===== src/lbbg_defines.vh =====
// register map, field positions, reset values and timing counts
`ifndef LBBG_DEFINES_VH
`define LBBG_DEFINES_VH

// ----------------------------------------------------------------
// register offsets
// ----------------------------------------------------------------
`define LBBG_REG_MODE 4'h0
`define LBBG_REG_CTRL 4'h1
`define LBBG_REG_ERR 4'h2
`define LBBG_REG_TXBUF 4'h3
`define LBBG_REG_RXBUF 4'h4
`define LBBG_REG_CKSEL 4'h5
`define LBBG_REG_BAUD 4'h6
`define LBBG_REG_TXSTAT 4'h7

// ----------------------------------------------------------------
// field positions
// ----------------------------------------------------------------
`define LBBG_MODE_POWER 7
`define LBBG_MODE_TXE 6
`define LBBG_MODE_RXE 5
`define LBBG_CTRL_BRF 7
`define LBBG_CTRL_BRT 6
`define LBBG_CTRL_BTT 5
`define LBBG_CTRL_BLEN_HI 4
`define LBBG_CTRL_BLEN_LO 2
`define LBBG_ERR_OVE 0
`define LBBG_ERR_FE 1
`define LBBG_ERR_PE 2

// ----------------------------------------------------------------
// reset values and counts
// ----------------------------------------------------------------
`define LBBG_RXBUF_RST 8'hff
`define LBBG_BAUD_RST 8'hff
`define LBBG_BRK_TX_BASE 5'h0d
`define LBBG_BRK_RX_MIN 5'h0b
`define LBBG_GAP_TICKS 2'h2
`define LBBG_PRESC_MAX 4'hb
`define LBBG_LAST_BIT 4'h9
`define LBBG_STOP_IDX 4'h8

`endif


===== src/lbbg_brg_cnt.v =====
// one 8-bit baud counter: pulses once per k base-clock ticks (half a bit)
`timescale 1ns/100ps
module lbbg_brg_cnt #(
	parameter W = 8
) (
	input wire clock_i, // peripheral clock
	input wire rst_i, // synchronous reset, active high
	input wire clear_i, // hold counter at zero
	input wire tick_i, // base clock tick
	input wire [W-1:0] div_i, // divisor k
	output reg match_o // k ticks elapsed
);

reg [W-1:0] count;
wire [W-1:0] count_inc = count + 1'b1;
wire hit = tick_i && (count_inc == div_i);

// match is decoded, not registered: a registered pulse would be acted on
// one clock late and stretch the first bit of every frame by a clock
always @*
begin
	match_o = hit && !rst_i && !clear_i;
end

always @(posedge clock_i)
begin
	if (rst_i || clear_i)
		count <= {W{1'b0}};
	else if (hit)
		count <= {W{1'b0}};
	else if (tick_i)
		count <= count_inc;
end

endmodule


===== src/lbbg_uart.v =====
// break field control and dedicated baud generator of the async serial unit
// Functional notes
// - with power set, transmit line rests high before transmission starts.
// - break send starts only on writing trigger 1 with transmit enabled.
// - break holds transmit line low 13 to 20 bits per length field.
// - break end pulses transmit-done, self-clears trigger, normal mode returns.
// - after break transmitter idles until new byte or new trigger.
// - break receive arms only with power, receive enable and trigger write.
// - armed break receive detects start and shifts like normal reception.
// - low of 11 bits or more gives receive-done, clears flag and trigger.
// - during break receive overrun, parity, framing flags never set.
// - during break receive the receive buffer is never loaded.
// - short break gives no interrupt, flag and trigger stay, rearm.
// - separate 8-bit counters time transmission and reception.
// - base clock runs from prescaler only while power is set.
// - transmit counter held zero unless power and transmit enable.
// - transmit counter clears when first byte is written.
// - back-to-back frames clear counter, else it keeps counting.
// - receive counter held zero when disabled, starts on start bit.
// - receive counter stops after a frame until next start bit.
// - bit rate is base clock over twice k, k from 8 to 255.
// - back-to-back gap gains two base-clock periods.
//
// The implementer's own choices: the register addresses and the strobed register port.
`timescale 1ns/100ps
`include "lbbg_defines.vh"
module lbbg_uart #(
	parameter DW = 8,
	parameter PW = 11
) (
	input wire clock_i, // peripheral clock, 25 MHz
	input wire rst_i, // synchronous reset, active high
	input wire [3:0] addr_i, // register address
	input wire [7:0] wdata_i, // write data
	input wire wr_i, // write strobe
	input wire rd_i, // read strobe
	output reg [7:0] rdata_o, // read data, cycle after rd_i
	input wire serial_rx_line_i, // receive line
	output reg serial_tx_line_o, // transmit line
	output reg tx_complete_irq_o, // frame or break sent, pulse
	output reg rx_complete_irq_o // frame or break received, pulse
);

// ----------------------------------------------------------------
// state codes
// ----------------------------------------------------------------
localparam TXS_IDLE = 2'd0;
localparam TXS_FRAME = 2'd1;
localparam TXS_GAP = 2'd2;
localparam TXS_BRK = 2'd3;
localparam RXS_IDLE = 2'd0;
localparam RXS_START = 2'd1;
localparam RXS_BITS = 2'd2;

// ----------------------------------------------------------------
// functions
// ----------------------------------------------------------------
function [PW-1:0] presc_mask;
	input [3:0] n;
	reg [3:0] m;
	begin
		m = (n > `LBBG_PRESC_MAX) ? `LBBG_PRESC_MAX : n;
		presc_mask = ~({PW{1'b1}} << m);
	end
endfunction

function [4:0] sat_inc;
	input [4:0] v;
	begin
		sat_inc = (v == 5'h1f) ? v : v + 5'h01;
	end
endfunction

// ----------------------------------------------------------------
// registers
// ----------------------------------------------------------------
reg power_control_bit;
reg transmit_enable_bit;
reg receive_enable_bit;
reg break_rx_flag;
reg break_rx_trigger;
reg break_tx_trigger;
reg [2:0] break_length_field;
reg [3:0] prescaler_select_field;
reg [DW-1:0] baud_divisor_field;
reg overrun_error_flag;
reg parity_error_flag;
reg framing_error_flag;
reg [7:0] transmit_buffer;
reg tx_pending;
reg [7:0] receive_buffer;
reg rx_buf_full;
reg [PW-1:0] presc;

reg [1:0] tx_state;
reg [9:0] tx_shift;
reg [3:0] tx_bits;
reg tx_phase;
reg [4:0] brk_bits;
reg [1:0] gap_cnt;

reg [1:0] rx_state;
reg [7:0] receive_shift_register;
reg [3:0] rx_bits;
reg rx_phase;
reg [4:0] low_bits;
reg rx_prev;

wire wr_mode = wr_i && (addr_i == `LBBG_REG_MODE);
wire wr_ctrl = wr_i && (addr_i == `LBBG_REG_CTRL);
wire wr_txbuf = wr_i && (addr_i == `LBBG_REG_TXBUF);
wire rd_err = rd_i && (addr_i == `LBBG_REG_ERR);
wire rd_rxbuf = rd_i && (addr_i == `LBBG_REG_RXBUF);

wire tx_run = power_control_bit && transmit_enable_bit;
wire rx_run = power_control_bit && receive_enable_bit;

// ----------------------------------------------------------------
// base clock and counters
// ----------------------------------------------------------------
wire [PW-1:0] pmask = presc_mask(prescaler_select_field);
// base tick stays low without power, like a clock held low
wire base_tick = power_control_bit && ((presc & pmask) == pmask);

always @(posedge clock_i)
begin
	if (rst_i || !power_control_bit)
		presc <= {PW{1'b0}};
	else
		presc <= presc + 1'b1;
end

wire tx_half;
wire rx_half;
reg tx_restart;
wire tx_clear = !tx_run || tx_restart;

// k base ticks per half bit, so a bit lasts 2k ticks
lbbg_brg_cnt #(.W(DW)) u_tx_cnt (
	.clock_i(clock_i),
	.rst_i(rst_i),
	.clear_i(tx_clear),
	.tick_i(base_tick),
	.div_i(baud_divisor_field),
	.match_o(tx_half)
);

lbbg_brg_cnt #(.W(DW)) u_rx_cnt (
	.clock_i(clock_i),
	.rst_i(rst_i),
	.clear_i(!rx_run || (rx_state == RXS_IDLE)),
	.tick_i(base_tick),
	.div_i(baud_divisor_field),
	.match_o(rx_half)
);

// ----------------------------------------------------------------
// control registers
// ----------------------------------------------------------------
wire brk_tx_go = wr_ctrl && wdata_i[`LBBG_CTRL_BTT] && tx_run &&
	!break_tx_trigger && (tx_state == TXS_IDLE);
wire brk_rx_arm = wr_ctrl && wdata_i[`LBBG_CTRL_BRT] && rx_run;
reg brk_tx_done;
reg brk_rx_done;

always @(posedge clock_i)
begin
	if (rst_i)
	begin
		power_control_bit <= 1'b0;
		transmit_enable_bit <= 1'b0;
		receive_enable_bit <= 1'b0;
		break_length_field <= 3'h0;
		prescaler_select_field <= 4'h0;
		baud_divisor_field <= `LBBG_BAUD_RST;
		break_tx_trigger <= 1'b0;
		break_rx_trigger <= 1'b0;
		break_rx_flag <= 1'b0;
	end
	else
	begin
		if (wr_mode)
		begin
			power_control_bit <= wdata_i[`LBBG_MODE_POWER];
			transmit_enable_bit <= wdata_i[`LBBG_MODE_TXE];
			receive_enable_bit <= wdata_i[`LBBG_MODE_RXE];
		end
		if (wr_ctrl)
			break_length_field <= wdata_i[`LBBG_CTRL_BLEN_HI:`LBBG_CTRL_BLEN_LO];
		if (wr_i && (addr_i == `LBBG_REG_CKSEL))
			prescaler_select_field <= wdata_i[3:0];
		if (wr_i && (addr_i == `LBBG_REG_BAUD))
			baud_divisor_field <= wdata_i[DW-1:0];
		if (brk_tx_go)
			break_tx_trigger <= 1'b1;
		else if (brk_tx_done || !tx_run)
			break_tx_trigger <= 1'b0;
		// a new arming write wins over the hardware clear
		if (brk_rx_arm)
		begin
			break_rx_trigger <= 1'b1;
			break_rx_flag <= 1'b1;
		end
		else if (brk_rx_done || !rx_run)
		begin
			break_rx_trigger <= 1'b0;
			break_rx_flag <= 1'b0;
		end
	end
end

// ----------------------------------------------------------------
// transmitter
// ----------------------------------------------------------------
wire tx_bit_end = tx_half && tx_phase;
wire [4:0] brk_len = `LBBG_BRK_TX_BASE + {2'b00, break_length_field};

always @*
begin
	tx_restart = 1'b0;
	if (tx_run)
	begin
		if (tx_state == TXS_IDLE)
			tx_restart = brk_tx_go || wr_txbuf || tx_pending;
		else if (tx_state == TXS_GAP)
			tx_restart = base_tick && (gap_cnt == `LBBG_GAP_TICKS - 2'h1);
	end
end

always @(posedge clock_i)
begin
	if (rst_i || !tx_run)
	begin
		tx_state <= TXS_IDLE;
		tx_shift <= 10'h3ff;
		tx_bits <= 4'h0;
		tx_phase <= 1'b0;
		brk_bits <= 5'h0;
		gap_cnt <= 2'h0;
		tx_pending <= 1'b0;
		transmit_buffer <= 8'h00;
		serial_tx_line_o <= 1'b1;
		tx_complete_irq_o <= 1'b0;
		brk_tx_done <= 1'b0;
	end
	else
	begin
		tx_complete_irq_o <= 1'b0;
		brk_tx_done <= 1'b0;
		if (tx_half)
			tx_phase <= ~tx_phase;
		if (wr_txbuf && (tx_state != TXS_IDLE))
		begin
			transmit_buffer <= wdata_i;
			tx_pending <= 1'b1;
		end
		case (tx_state)
		TXS_IDLE:
		begin
			serial_tx_line_o <= 1'b1;
			if (brk_tx_go)
			begin
				tx_state <= TXS_BRK;
				tx_phase <= 1'b0;
				brk_bits <= 5'h0;
				serial_tx_line_o <= 1'b0;
			end
			else if (wr_txbuf || tx_pending)
			begin
				tx_shift <= {1'b1, (tx_pending ? transmit_buffer : wdata_i), 1'b0};
				tx_pending <= 1'b0;
				tx_bits <= 4'h0;
				tx_phase <= 1'b0;
				tx_state <= TXS_FRAME;
				serial_tx_line_o <= 1'b0;
			end
		end
		TXS_FRAME:
		begin
			if (tx_bit_end)
			begin
				if (tx_bits == `LBBG_LAST_BIT)
				begin
					tx_complete_irq_o <= 1'b1;
					gap_cnt <= 2'h0;
					// without a pending byte the counter keeps running
					tx_state <= tx_pending ? TXS_GAP : TXS_IDLE;
				end
				else
				begin
					tx_shift <= {1'b1, tx_shift[9:1]};
					serial_tx_line_o <= tx_shift[1];
					tx_bits <= tx_bits + 4'h1;
				end
			end
		end
		TXS_GAP:
		begin
			if (base_tick)
				gap_cnt <= gap_cnt + 2'h1;
			if (tx_restart)
			begin
				tx_shift <= {1'b1, transmit_buffer, 1'b0};
				// a byte written at this very edge stays pending
				tx_pending <= wr_txbuf;
				tx_bits <= 4'h0;
				tx_phase <= 1'b0;
				tx_state <= TXS_FRAME;
				serial_tx_line_o <= 1'b0;
			end
		end
		TXS_BRK:
		begin
			if (tx_bit_end)
			begin
				brk_bits <= brk_bits + 5'h01;
				if (brk_bits + 5'h01 == brk_len)
				begin
					serial_tx_line_o <= 1'b1;
					tx_complete_irq_o <= 1'b1;
					brk_tx_done <= 1'b1;
					tx_state <= TXS_IDLE;
				end
			end
		end
		default:
			tx_state <= TXS_IDLE;
		endcase
	end
end

// ----------------------------------------------------------------
// receiver
// ----------------------------------------------------------------
wire rx_sample = rx_half && rx_phase;
wire rx_err_clr = rd_err;

always @(posedge clock_i)
begin
	if (rst_i)
	begin
		rx_state <= RXS_IDLE;
		rx_bits <= 4'h0;
		rx_phase <= 1'b0;
		low_bits <= 5'h0;
		rx_prev <= 1'b1;
		receive_shift_register <= 8'h00;
		receive_buffer <= `LBBG_RXBUF_RST;
		rx_buf_full <= 1'b0;
		overrun_error_flag <= 1'b0;
		parity_error_flag <= 1'b0;
		framing_error_flag <= 1'b0;
		rx_complete_irq_o <= 1'b0;
		brk_rx_done <= 1'b0;
	end
	else
	begin
		rx_prev <= serial_rx_line_i;
		rx_complete_irq_o <= 1'b0;
		brk_rx_done <= 1'b0;
		if (rd_rxbuf)
			rx_buf_full <= 1'b0;
		// reading the status clears it; a new error in the same cycle wins
		if (rx_err_clr)
		begin
			overrun_error_flag <= 1'b0;
			parity_error_flag <= 1'b0;
			framing_error_flag <= 1'b0;
		end
		if (!rx_run)
			rx_state <= RXS_IDLE;
		else
		begin
			case (rx_state)
			RXS_IDLE:
			begin
				if (rx_prev && !serial_rx_line_i)
				begin
					rx_state <= RXS_START;
					rx_phase <= 1'b0;
				end
			end
			RXS_START:
			begin
				// half a bit later the line must still be low
				if (rx_half)
				begin
					if (!serial_rx_line_i)
					begin
						rx_state <= RXS_BITS;
						rx_bits <= 4'h0;
						low_bits <= 5'h01;
						rx_phase <= 1'b0;
					end
					else
						rx_state <= RXS_IDLE;
				end
			end
			RXS_BITS:
			begin
				if (rx_half)
					rx_phase <= ~rx_phase;
				if (rx_sample)
				begin
					rx_bits <= rx_bits + 4'h1;
					if (rx_bits < `LBBG_STOP_IDX)
						receive_shift_register <= {serial_rx_line_i,
							receive_shift_register[7:1]};
					if (break_rx_trigger)
					begin
						if (!serial_rx_line_i)
							low_bits <= sat_inc(low_bits);
						else
						begin
							rx_state <= RXS_IDLE;
							if (low_bits >= `LBBG_BRK_RX_MIN)
							begin
								rx_complete_irq_o <= 1'b1;
								brk_rx_done <= 1'b1;
							end
						end
					end
					else if (rx_bits == `LBBG_STOP_IDX)
					begin
						rx_state <= RXS_IDLE;
						rx_complete_irq_o <= 1'b1;
						if (!serial_rx_line_i)
							framing_error_flag <= 1'b1;
						if (rx_buf_full && !rd_rxbuf)
							overrun_error_flag <= 1'b1;
						else
						begin
							receive_buffer <= receive_shift_register;
							rx_buf_full <= 1'b1;
						end
					end
				end
			end
			default:
				rx_state <= RXS_IDLE;
			endcase
		end
	end
end

// ----------------------------------------------------------------
// read port
// ----------------------------------------------------------------
always @(posedge clock_i)
begin
	if (rst_i || !rd_i)
		rdata_o <= 8'h00;
	else
	begin
		case (addr_i)
		`LBBG_REG_MODE:
			rdata_o <= {power_control_bit, transmit_enable_bit,
				receive_enable_bit, 5'h00};
		`LBBG_REG_CTRL:
			rdata_o <= {break_rx_flag, break_rx_trigger, break_tx_trigger,
				break_length_field, 2'b00};
		`LBBG_REG_ERR:
			rdata_o <= {5'h00, parity_error_flag, framing_error_flag,
				overrun_error_flag};
		`LBBG_REG_TXBUF:
			rdata_o <= transmit_buffer;
		`LBBG_REG_RXBUF:
			rdata_o <= receive_buffer;
		`LBBG_REG_CKSEL:
			rdata_o <= {4'h0, prescaler_select_field};
		`LBBG_REG_BAUD:
			rdata_o <= baud_divisor_field;
		`LBBG_REG_TXSTAT:
			rdata_o <= {6'h00, tx_pending, (tx_state != TXS_IDLE)};
		default:
			rdata_o <= 8'h00;
		endcase
	end
end

endmodule


===== config.mk =====
export PLATFORM = sky130hd
export DESIGN_NAME = lbbg_uart
export DESIGN_NICKNAME = d
export VERILOG_FILES = /design/src/lbbg_brg_cnt.v /design/src/lbbg_uart.v
export VERILOG_INCLUDE_DIRS = /design/src
export SDC_FILE = /design/constraint.sdc
export NUM_CORES = 1
export LEC_CHECK = 0
export ABC_AREA = 1
export BUFFER_PORTS_ARGS = -buffer_cell sky130_fd_sc_hd__buf_2
export CORE_AREA = 2 2 118 120
export DETAILED_ROUTE_END_ITERATION = 7
export DIE_AREA = 0 0 120 122
export PLACE_DENSITY_LB_ADDON = 0.1
export SYNTH_ARGS = -nofsm -noshare
export SYNTH_HDL_FRONTEND = slang
export SYNTH_HIERARCHICAL = 1
export SYNTH_SLANG_ARGS = --single-unit

===== constraint.sdc =====
create_clock -name clock_i -period 2.98 [get_ports clock_i]
set_input_delay 0.149 -clock clock_i [delete_from_list [all_inputs] [get_ports clock_i]]
set_output_delay 0.149 -clock clock_i [all_outputs]
set_load 0.1 [all_outputs]

==> Word-level counts from Yosys, hierarchy flattened <==
Index checks and enable logic that the tools add are counted.
W data, S select, Z words.
{ "word_totals": {"in_bits": 17, "output_inout_bits": 11, "wordCells": 287, "regBits": 125} }
{ "op_classes": {"bitwise_logic": 10, "n_shift": 1, "reduce_logical": 78, "muxes": 110, "addsub": 9, "eq_ne": 41, "n_lt_le_gt_ge": 3} }
{ "ops": {"columns": ["operator", "n"], "rows": [
  ["$pmux W8 S8", 1],
  ["$mux W1", 55],
  ["$mux W10", 5],
  ["$mux W5", 8],
  ["$mux W2", 18],
  ["$mux W4", 9],
  ["$ne A2 B2 Y1 const B", 16],
  ["$pmux W10 S3", 1],
  ["$logic_and A1 B1 Y1", 28],
  ["$reduce_and A6 Y1", 4],
  ["$pmux W5 S2", 2],
  ["$add A8 B1 Y8 const B", 2],
  ["$eq A4 B3 Y1 const B", 4],
  ["$eq A8 B8 Y1", 2],
  ["$reduce_and A5 Y1", 3],
  ["$logic_or A1 B1 Y1", 12],
  ["$pmux W4 S3", 1],
  ["$reduce_bool A2 Y1", 6],
  ["$add A11 B1 Y11 const B", 1],
  ["$and A11 B11 Y11", 1],
  ["$eq A11 B11 Y1", 1],
  ["$not A11 Y11", 1],
  ["$shl A11 B4 Y11 const A", 1],
  ["$add A5 B1 Y5 const B", 2],
  ["35 further kinds", 68]
]} }

==> Depth between registers and ports, before layout <==
{ "logic_depth": {"depth_word": 18, "mapped_depth": 26, "mapped_depth_nobuf": 26} }

==> Cells and area by module <==
The synthesis kept the hierarchy.
{ "modules_own_cells": {"columns": ["module", "instances", "seq_area_each_um2", "area_per_inst_um2", "cells_per_inst"], "rows": [
  ["lbbg_uart", 1, 2142.1, 5246.3, 731],
  ["lbbg_brg_cnt", 2, 160.2, 646.9, 113]
]} }

==> Least setup slack after synthesis <==
Ideal clock, no wire load.
{ "synth_path": {"kind": "reg-to-reg", "from": "register prescaler_select_field[1]", "to": "register low_bits[3]", "n_path_buf": 0, "setup_slack_ns": 0.093, "period_less_slack_ns": 2.887, "required_ns": 2.847, "arrival_ns": 2.754, "setup_ns": 0.133, "path_stages_with_launch": 26, "cell_sequence": "dfxtp_1 > nor2_2 > nand2_1 > a21oi_1 > nand2_1 > nor2_1 > and2_2 > nand2_1 > nand2_1 > nand3_1 > nor2_1 > nand3_1 > nor2_1 > nand3_2 > nor2_1 > inv_1 > nand2_1 > nand2_1 > nor2_1 > a21oi_1 > nor2_1 > inv_1 > nor2_1 > nand3_1 > xor2_1 > nor2_1"} }
{ "synth_between": {"elab_chain_len": 13, "word_cells_on_any_way": 14, "classes_between": "order compare: 1; eq/ne: 3; shift: 1; mux: 1; bitwise: 2; reduce/logical: 6"} }
{ "synth_rtl": {"columns": ["element", "line_no", "text"], "rows": [
  ["start, declared", "lbbg_uart.v:84", "reg [3:0] prescaler_select_field;"],
  ["start signal, assigned", "lbbg_uart.v:191", "prescaler_select_field <= wdata_i[3:0];"],
  ["$gt A4 B4 Y1 (no source line)", null, null],
  ["$mux W4 *", "lbbg_uart.v:62", "m = (n > `LBBG_PRESC_MAX) ? `LBBG_PRESC_MAX : n;"],
  ["$shl A11 B4 Y11 *", "lbbg_uart.v:63", "presc_mask = ~({PW{1'b1}} << m);"],
  ["$not A11 Y11 *", "lbbg_uart.v:63", null],
  ["$and A11 B11 Y11", "lbbg_uart.v:123", "wire base_tick = power_control_bit && ((presc & pmask) == pmask);"],
  ["$eq A11 B11 Y1 *", "lbbg_uart.v:123", null],
  ["$logic_and A1 B1 Y1 *", "lbbg_uart.v:123", null],
  ["via base_tick", "lbbg_uart.v:123", null],
  ["$logic_and A1 B1 Y1 *", "lbbg_brg_cnt.v:16", "wire hit = tick_i && (count_inc == div_i);"],
  ["$logic_and A1 B1 Y1 * (2 in a row)", "lbbg_brg_cnt.v:22", "match_o = hit && !rst_i && !clear_i;"],
  ["via rx_half", "lbbg_uart.v:134", "wire rx_half;"],
  ["$logic_and A1 B1 Y1", "lbbg_uart.v:335", "wire rx_sample = rx_half && rx_phase;"],
  ["$ne A2 B2 Y1 (no source line)", null, null],
  ["$reduce_and A8 Y1 (no source line) *", null, null],
  ["end signal, assigned", "lbbg_uart.v:412", "low_bits <= sat_inc(low_bits);"],
  ["end, declared", "lbbg_uart.v:106", "reg [4:0] low_bits;"]
]} }
Mark *: on every way through the listed nets, which the timed path passes. The rest lies on a longest branch.
A chain may end at the register's enable or synchronous reset.

==> Worst setup path in the final report <==
{ "layout_path": {"from": "register prescaler_select_field[1]", "to": "register tx_bits[3]"} }
{ "layout_between": {"elab_chain_len": 17, "word_cells_on_any_way": 20, "classes_between": "order compare: 1; eq/ne: 3; shift: 1; mux: 4; bitwise: 2; reduce/logical: 9"} }
{ "layout_rtl": {"columns": ["element", "line_no", "text"], "rows": [
  ["$gt A4 B4 Y1 (no source line)", null, null],
  ["$mux W4 *", "lbbg_uart.v:62", null],
  ["$shl A11 B4 Y11 *", "lbbg_uart.v:63", null],
  ["$not A11 Y11 *", "lbbg_uart.v:63", null],
  ["$and A11 B11 Y11", "lbbg_uart.v:123", null],
  ["$eq A11 B11 Y1 *", "lbbg_uart.v:123", null],
  ["$logic_and A1 B1 Y1 *", "lbbg_uart.v:123", null],
  ["via base_tick", "lbbg_uart.v:123", null],
  ["(+3 left out)", null, null],
  ["$mux W1", "lbbg_uart.v:221", "if (tx_run)"],
  ["$logic_or A1 B1 Y1", "lbbg_uart.v:136", "wire tx_clear = !tx_run || tx_restart;"],
  ["$logic_not A1 Y1", "lbbg_brg_cnt.v:22", null],
  ["$logic_and A1 B1 Y1 *", "lbbg_brg_cnt.v:22", null],
  ["via tx_half", "lbbg_uart.v:133", "wire tx_half;"],
  ["$logic_and A1 B1 Y1 *", "lbbg_uart.v:215", "wire tx_bit_end = tx_half && tx_phase;"],
  ["$ne A2 B2 Y1 (no source line) *", null, null],
  ["$reduce_and A6 Y1 (no source line) *", null, null],
  ["end signal, assigned", "lbbg_uart.v:293", "tx_bits <= tx_bits + 4'h1;"],
  ["end, declared", "lbbg_uart.v:97", "reg [3:0] tx_bits;"]
]} }
Marks and branches as above.

==> run_results.csv <==
group,metric,value,unit
power_and_ir_drop,sw_frac_of_total,22.3,%
floorplanning,ios,28,
worst_setup_path,critPathLaunchType,"flop",
cts,clock_latency,0.43,ns
layout,multi_input_area,3620,sq um
synthesis,synth_top_cell_area_share,37.7,%
cts,cts_root_buffer,"clkbuf_16",
global_routing,grt_pass1_vias,5617,
hold_path,hold_class,"in2reg",
layout,fillers,1257,
cts,cts_max_path_buffers,2,
drt,drt_iter0_drc,519,
worst_setup_path,path_max_fanout,8,
synthesis,syn_nets,992,
cts,clk_pin_slew,0.06,ns
layout,diodes,0,
floorplanning,start_util,48.4,%
layout,nets,1067,
power_and_ir_drop,powerDensity,488,nW/um^2
status,status,"finished, final reports clean",
synthesis,postSynthAreaPerCell,6.83,sq um
floorplanning,coreArea,13500,sq um
worst_setup_path,worstSetupPathType,"reg2reg",
power_and_ir_drop,seqPwrFrac,42.5,%
drt,ant_nets,0,
synthesis,yosys_warnings,6,
sta,tightest_slew,0.643,ns
sta,finalCriticalPeriod,2.96,ns
global_routing,grt_use_total,23.6,%
worst_setup_path,critPathArrivalTime,3.32,ns
synthesis,ys_types,47,
power_and_ir_drop,p_clk_share,53.5,%
placed_design,routabilityCongestion,0.896,
sta,rsz0062_at_grt,"true",
power_and_ir_drop,p_switching,871,uW
floorplanning,die_w,120,um
layout,layout-drive-gt1-share,18.2,%
power_and_ir_drop,p_int,3.03,mW
drt,routed_wl,16800,um
layout,mostFrequentLayoutCell,"nand2_1",
sta,relSlewSlack,57.0,%
cts,ctsHtreeMaxLevel,4,
floorplanning,die_area,14600,sq um
worst_setup_path,worstPathRequired,3.34,ns
placed_design,portBuffers,27,
floorplanning,chipHeight,122,um
sta,drv_slew,0,
sta,hold_violations,0,
power_and_ir_drop,p_comb_share,4.0,%
floorplanning,rows,43,
sta,setup_viol_count_final,0,
synthesis,syn_inst,957,
placed_design,dpl.hpwl,12100,um
synthesis,async_flop_share,0,%
synthesis,synth-seq-cells,123,
synthesis,ys_seq_area_share,37.7,%
job,maxCapViolCount,0,
worst_setup_path,end_kind,"flop",
drt,first_pass_iters,5,
sta,clock_skew,0.0148,ns
power_and_ir_drop,leakage,3.37,nW
cts,clock_sinks,123,
cts,cts_inserted_buffers,17,
synthesis,synth_ff_type,"dfxtp_1",
sta,fmax,338,MHz
power_and_ir_drop,vdd_drop_max,0.440,mV
global_routing,antenna_found_initial,0,
layout,register_area,2470,sq um
synthesis,synth_area_leader_cell,"dfxtp_1",
global_routing,grt_pass1_wl,27200,um
drt,post_drt_wl_per_cell,13.7,um
layout,final_cell_mix,"nand2_1, inv_1, dfxtp_1",
drt,drc,0,
sta,period_share,99.3,%
cts,tritoncts,"done",
synthesis,synth.area.top_cells,"dfxtp_1, nand2_1, inv_1",
global_routing,overflow,0,
drt,vias,6362,
synthesis,synth_edf_count,0,
global_routing,grt_max_degree,32,
power_and_ir_drop,finalPower,3.90,mW
layout,syn2layout_area_growth,22.2,%
synthesis,syn_area,6540,sq um
layout,final_core_utilization,59.2,%
drt,viasPerCell,5.19,
==> state kept, by name, summed over array words and instances (netlist names), 2 cells and up <==
register and flops:
baud_divisor_field 8, break_length_field 3, brk_bits 5, gap_cnt 2, low_bits 5, presc 11
prescaler_select_field 4, rdata_o 8, receive_buffer 8, receive_shift_register 8, rx_bits 4, rx_state 2
transmit_buffer 8, tx_bits 4, tx_shift 8, tx_state 2, u_rx_cnt/count 8, u_tx_cnt/count 8
==> cell families after synthesis <==
family / share of synthesized area (%)
buffers and inverters: 9.83
XOR/XNOR: 1.21
flip-flops: 37.7
AND/OR/NAND/NOR: 30.1
AO/OA/AOI/OAI: 17.7
adder cells (fa/ha/maj): 3.44
==> synthesized netlist by cell type, types with 2 or more instances <==
cell and number:
a211oi_1 10, a21boi_0 2, a21oi_1 63, a21oi_2 2, a221oi_1 6, a31oi_1 8
buf_2 2, buf_4 3, clkbuf_1 15, clkinv_2 2, dfxtp_1 123, ha_1 18
inv_1 136, inv_2 4, nand2_1 213, nand2_2 5, nand2_4 6, nand3_1 77
nand3_2 3, nand3b_1 2, nand4_1 15, nor2_1 86, nor2_2 9, nor2_4 6
nor3_1 9, nor4_1 2, o211a_1 3, o211ai_1 12, o21ai_0 82, o21ai_1 4
o22ai_1 5, or2_2 2, xnor2_1 3, xor2_1 6
==> layout make-up <==
cell class                 instances  area share [%]
tap                              180            2.82
timing repair buffer              76            6.65
inverter                         143            6.86
sequential                       123            30.9
multi-input combinational        670            45.3
timing repair inverter             1          0.0783
clock buffer                      21            5.63
clock inverter                    11            1.82
==> routing by layer <==
layer | track usage [%] | vias up | wire length, um
met5 | 0 | - | 0
met4 | 10.1 | 0 | 355
met3 | 4.82 | 26 | 582
met2 | 36.4 | 124 | 7670
met1 | 32.0 | 2895 | 8220
li1 | - | 3317 | -
==> per-stage QoR <==
step / hold slack (ns) / cell area [sq um] / TNS, ns / setup slack, ns / instances
after floorplan: 0.249 / 6540 / 0 / 0.0926 / 957
after global routing: 0.0310 / 7990 / -4.82 / -0.219 / 1225
final: 0.0149 / 7990 / 0 / 0.0223 / 1225
after detailed placement: 0.435 / 7080 / -1.07 / -0.0937 / 1179
after global placement: 0.435 / 7080 / 0 / 0.00300 / 1179
after CTS: 0.00320 / 7740 / 0 / 0.00795 / 1215
==> power by group through the flow <==
| stage | Combinational (mW) | Clock, mW | Sequential (mW) |
|---|---|---|---|
| floorplan | 0.0775 | 0 | 1.71 |
| global placement | 0.147 | 0 | 1.70 |
| detailed placement | 0.146 | 0 | 1.70 |
| CTS | 0.150 | 2.12 | 1.66 |
| global route | 0.170 | 2.20 | 1.66 |
| finish | 0.155 | 2.09 | 1.66 |
==> worst max-delay path, cell delays in order, from the launching register on <==
cell     delay [ns]
dfxtp_4        0.36
nor2_4         0.14
nand2_1        0.06
a21oi_1        0.11
nand2_1        0.07
nor2_2         0.12
and2_4         0.19
nand2_1        0.06
nand2_1        0.06
nand3_1        0.07
nor2_1         0.09
nand3_1        0.07
nor2_1         0.13
nand3_2        0.14
nor2_2         0.14
ha_2           0.19
inv_2          0.05
nand2_2        0.06
nand3_2        0.09
nor3_4         0.27
nand2_4        0.18
buf_6          0.16
a21oi_2        0.11
==> timing repair <==
action / CTS / global route
setup endpoints to repair: 26 / 52
gates resized for setup: 16 / 59
pin swaps: 12 / 17
gates cloned: 1 / 3
setup buffers: 2 / 7
hold buffers: 1 / 0
endpoints found under the hold margin: 1 / 0
==> worst paths after layout <==
kind                                           startpoint                     to  slack [ns]  cells after the start
worst min register to register                   presc[0]               presc[0]        0.46                      1
worst max register to register  prescaler_select_field[1]             tx_bits[3]        0.02                     22
worst max-delay path            prescaler_select_field[1]             tx_bits[3]        0.02                     22
worst min-delay path                           wdata_i[0]  baud_divisor_field[0]        0.01                      3
Note: power is estimated with default switching activity, not from simulation.
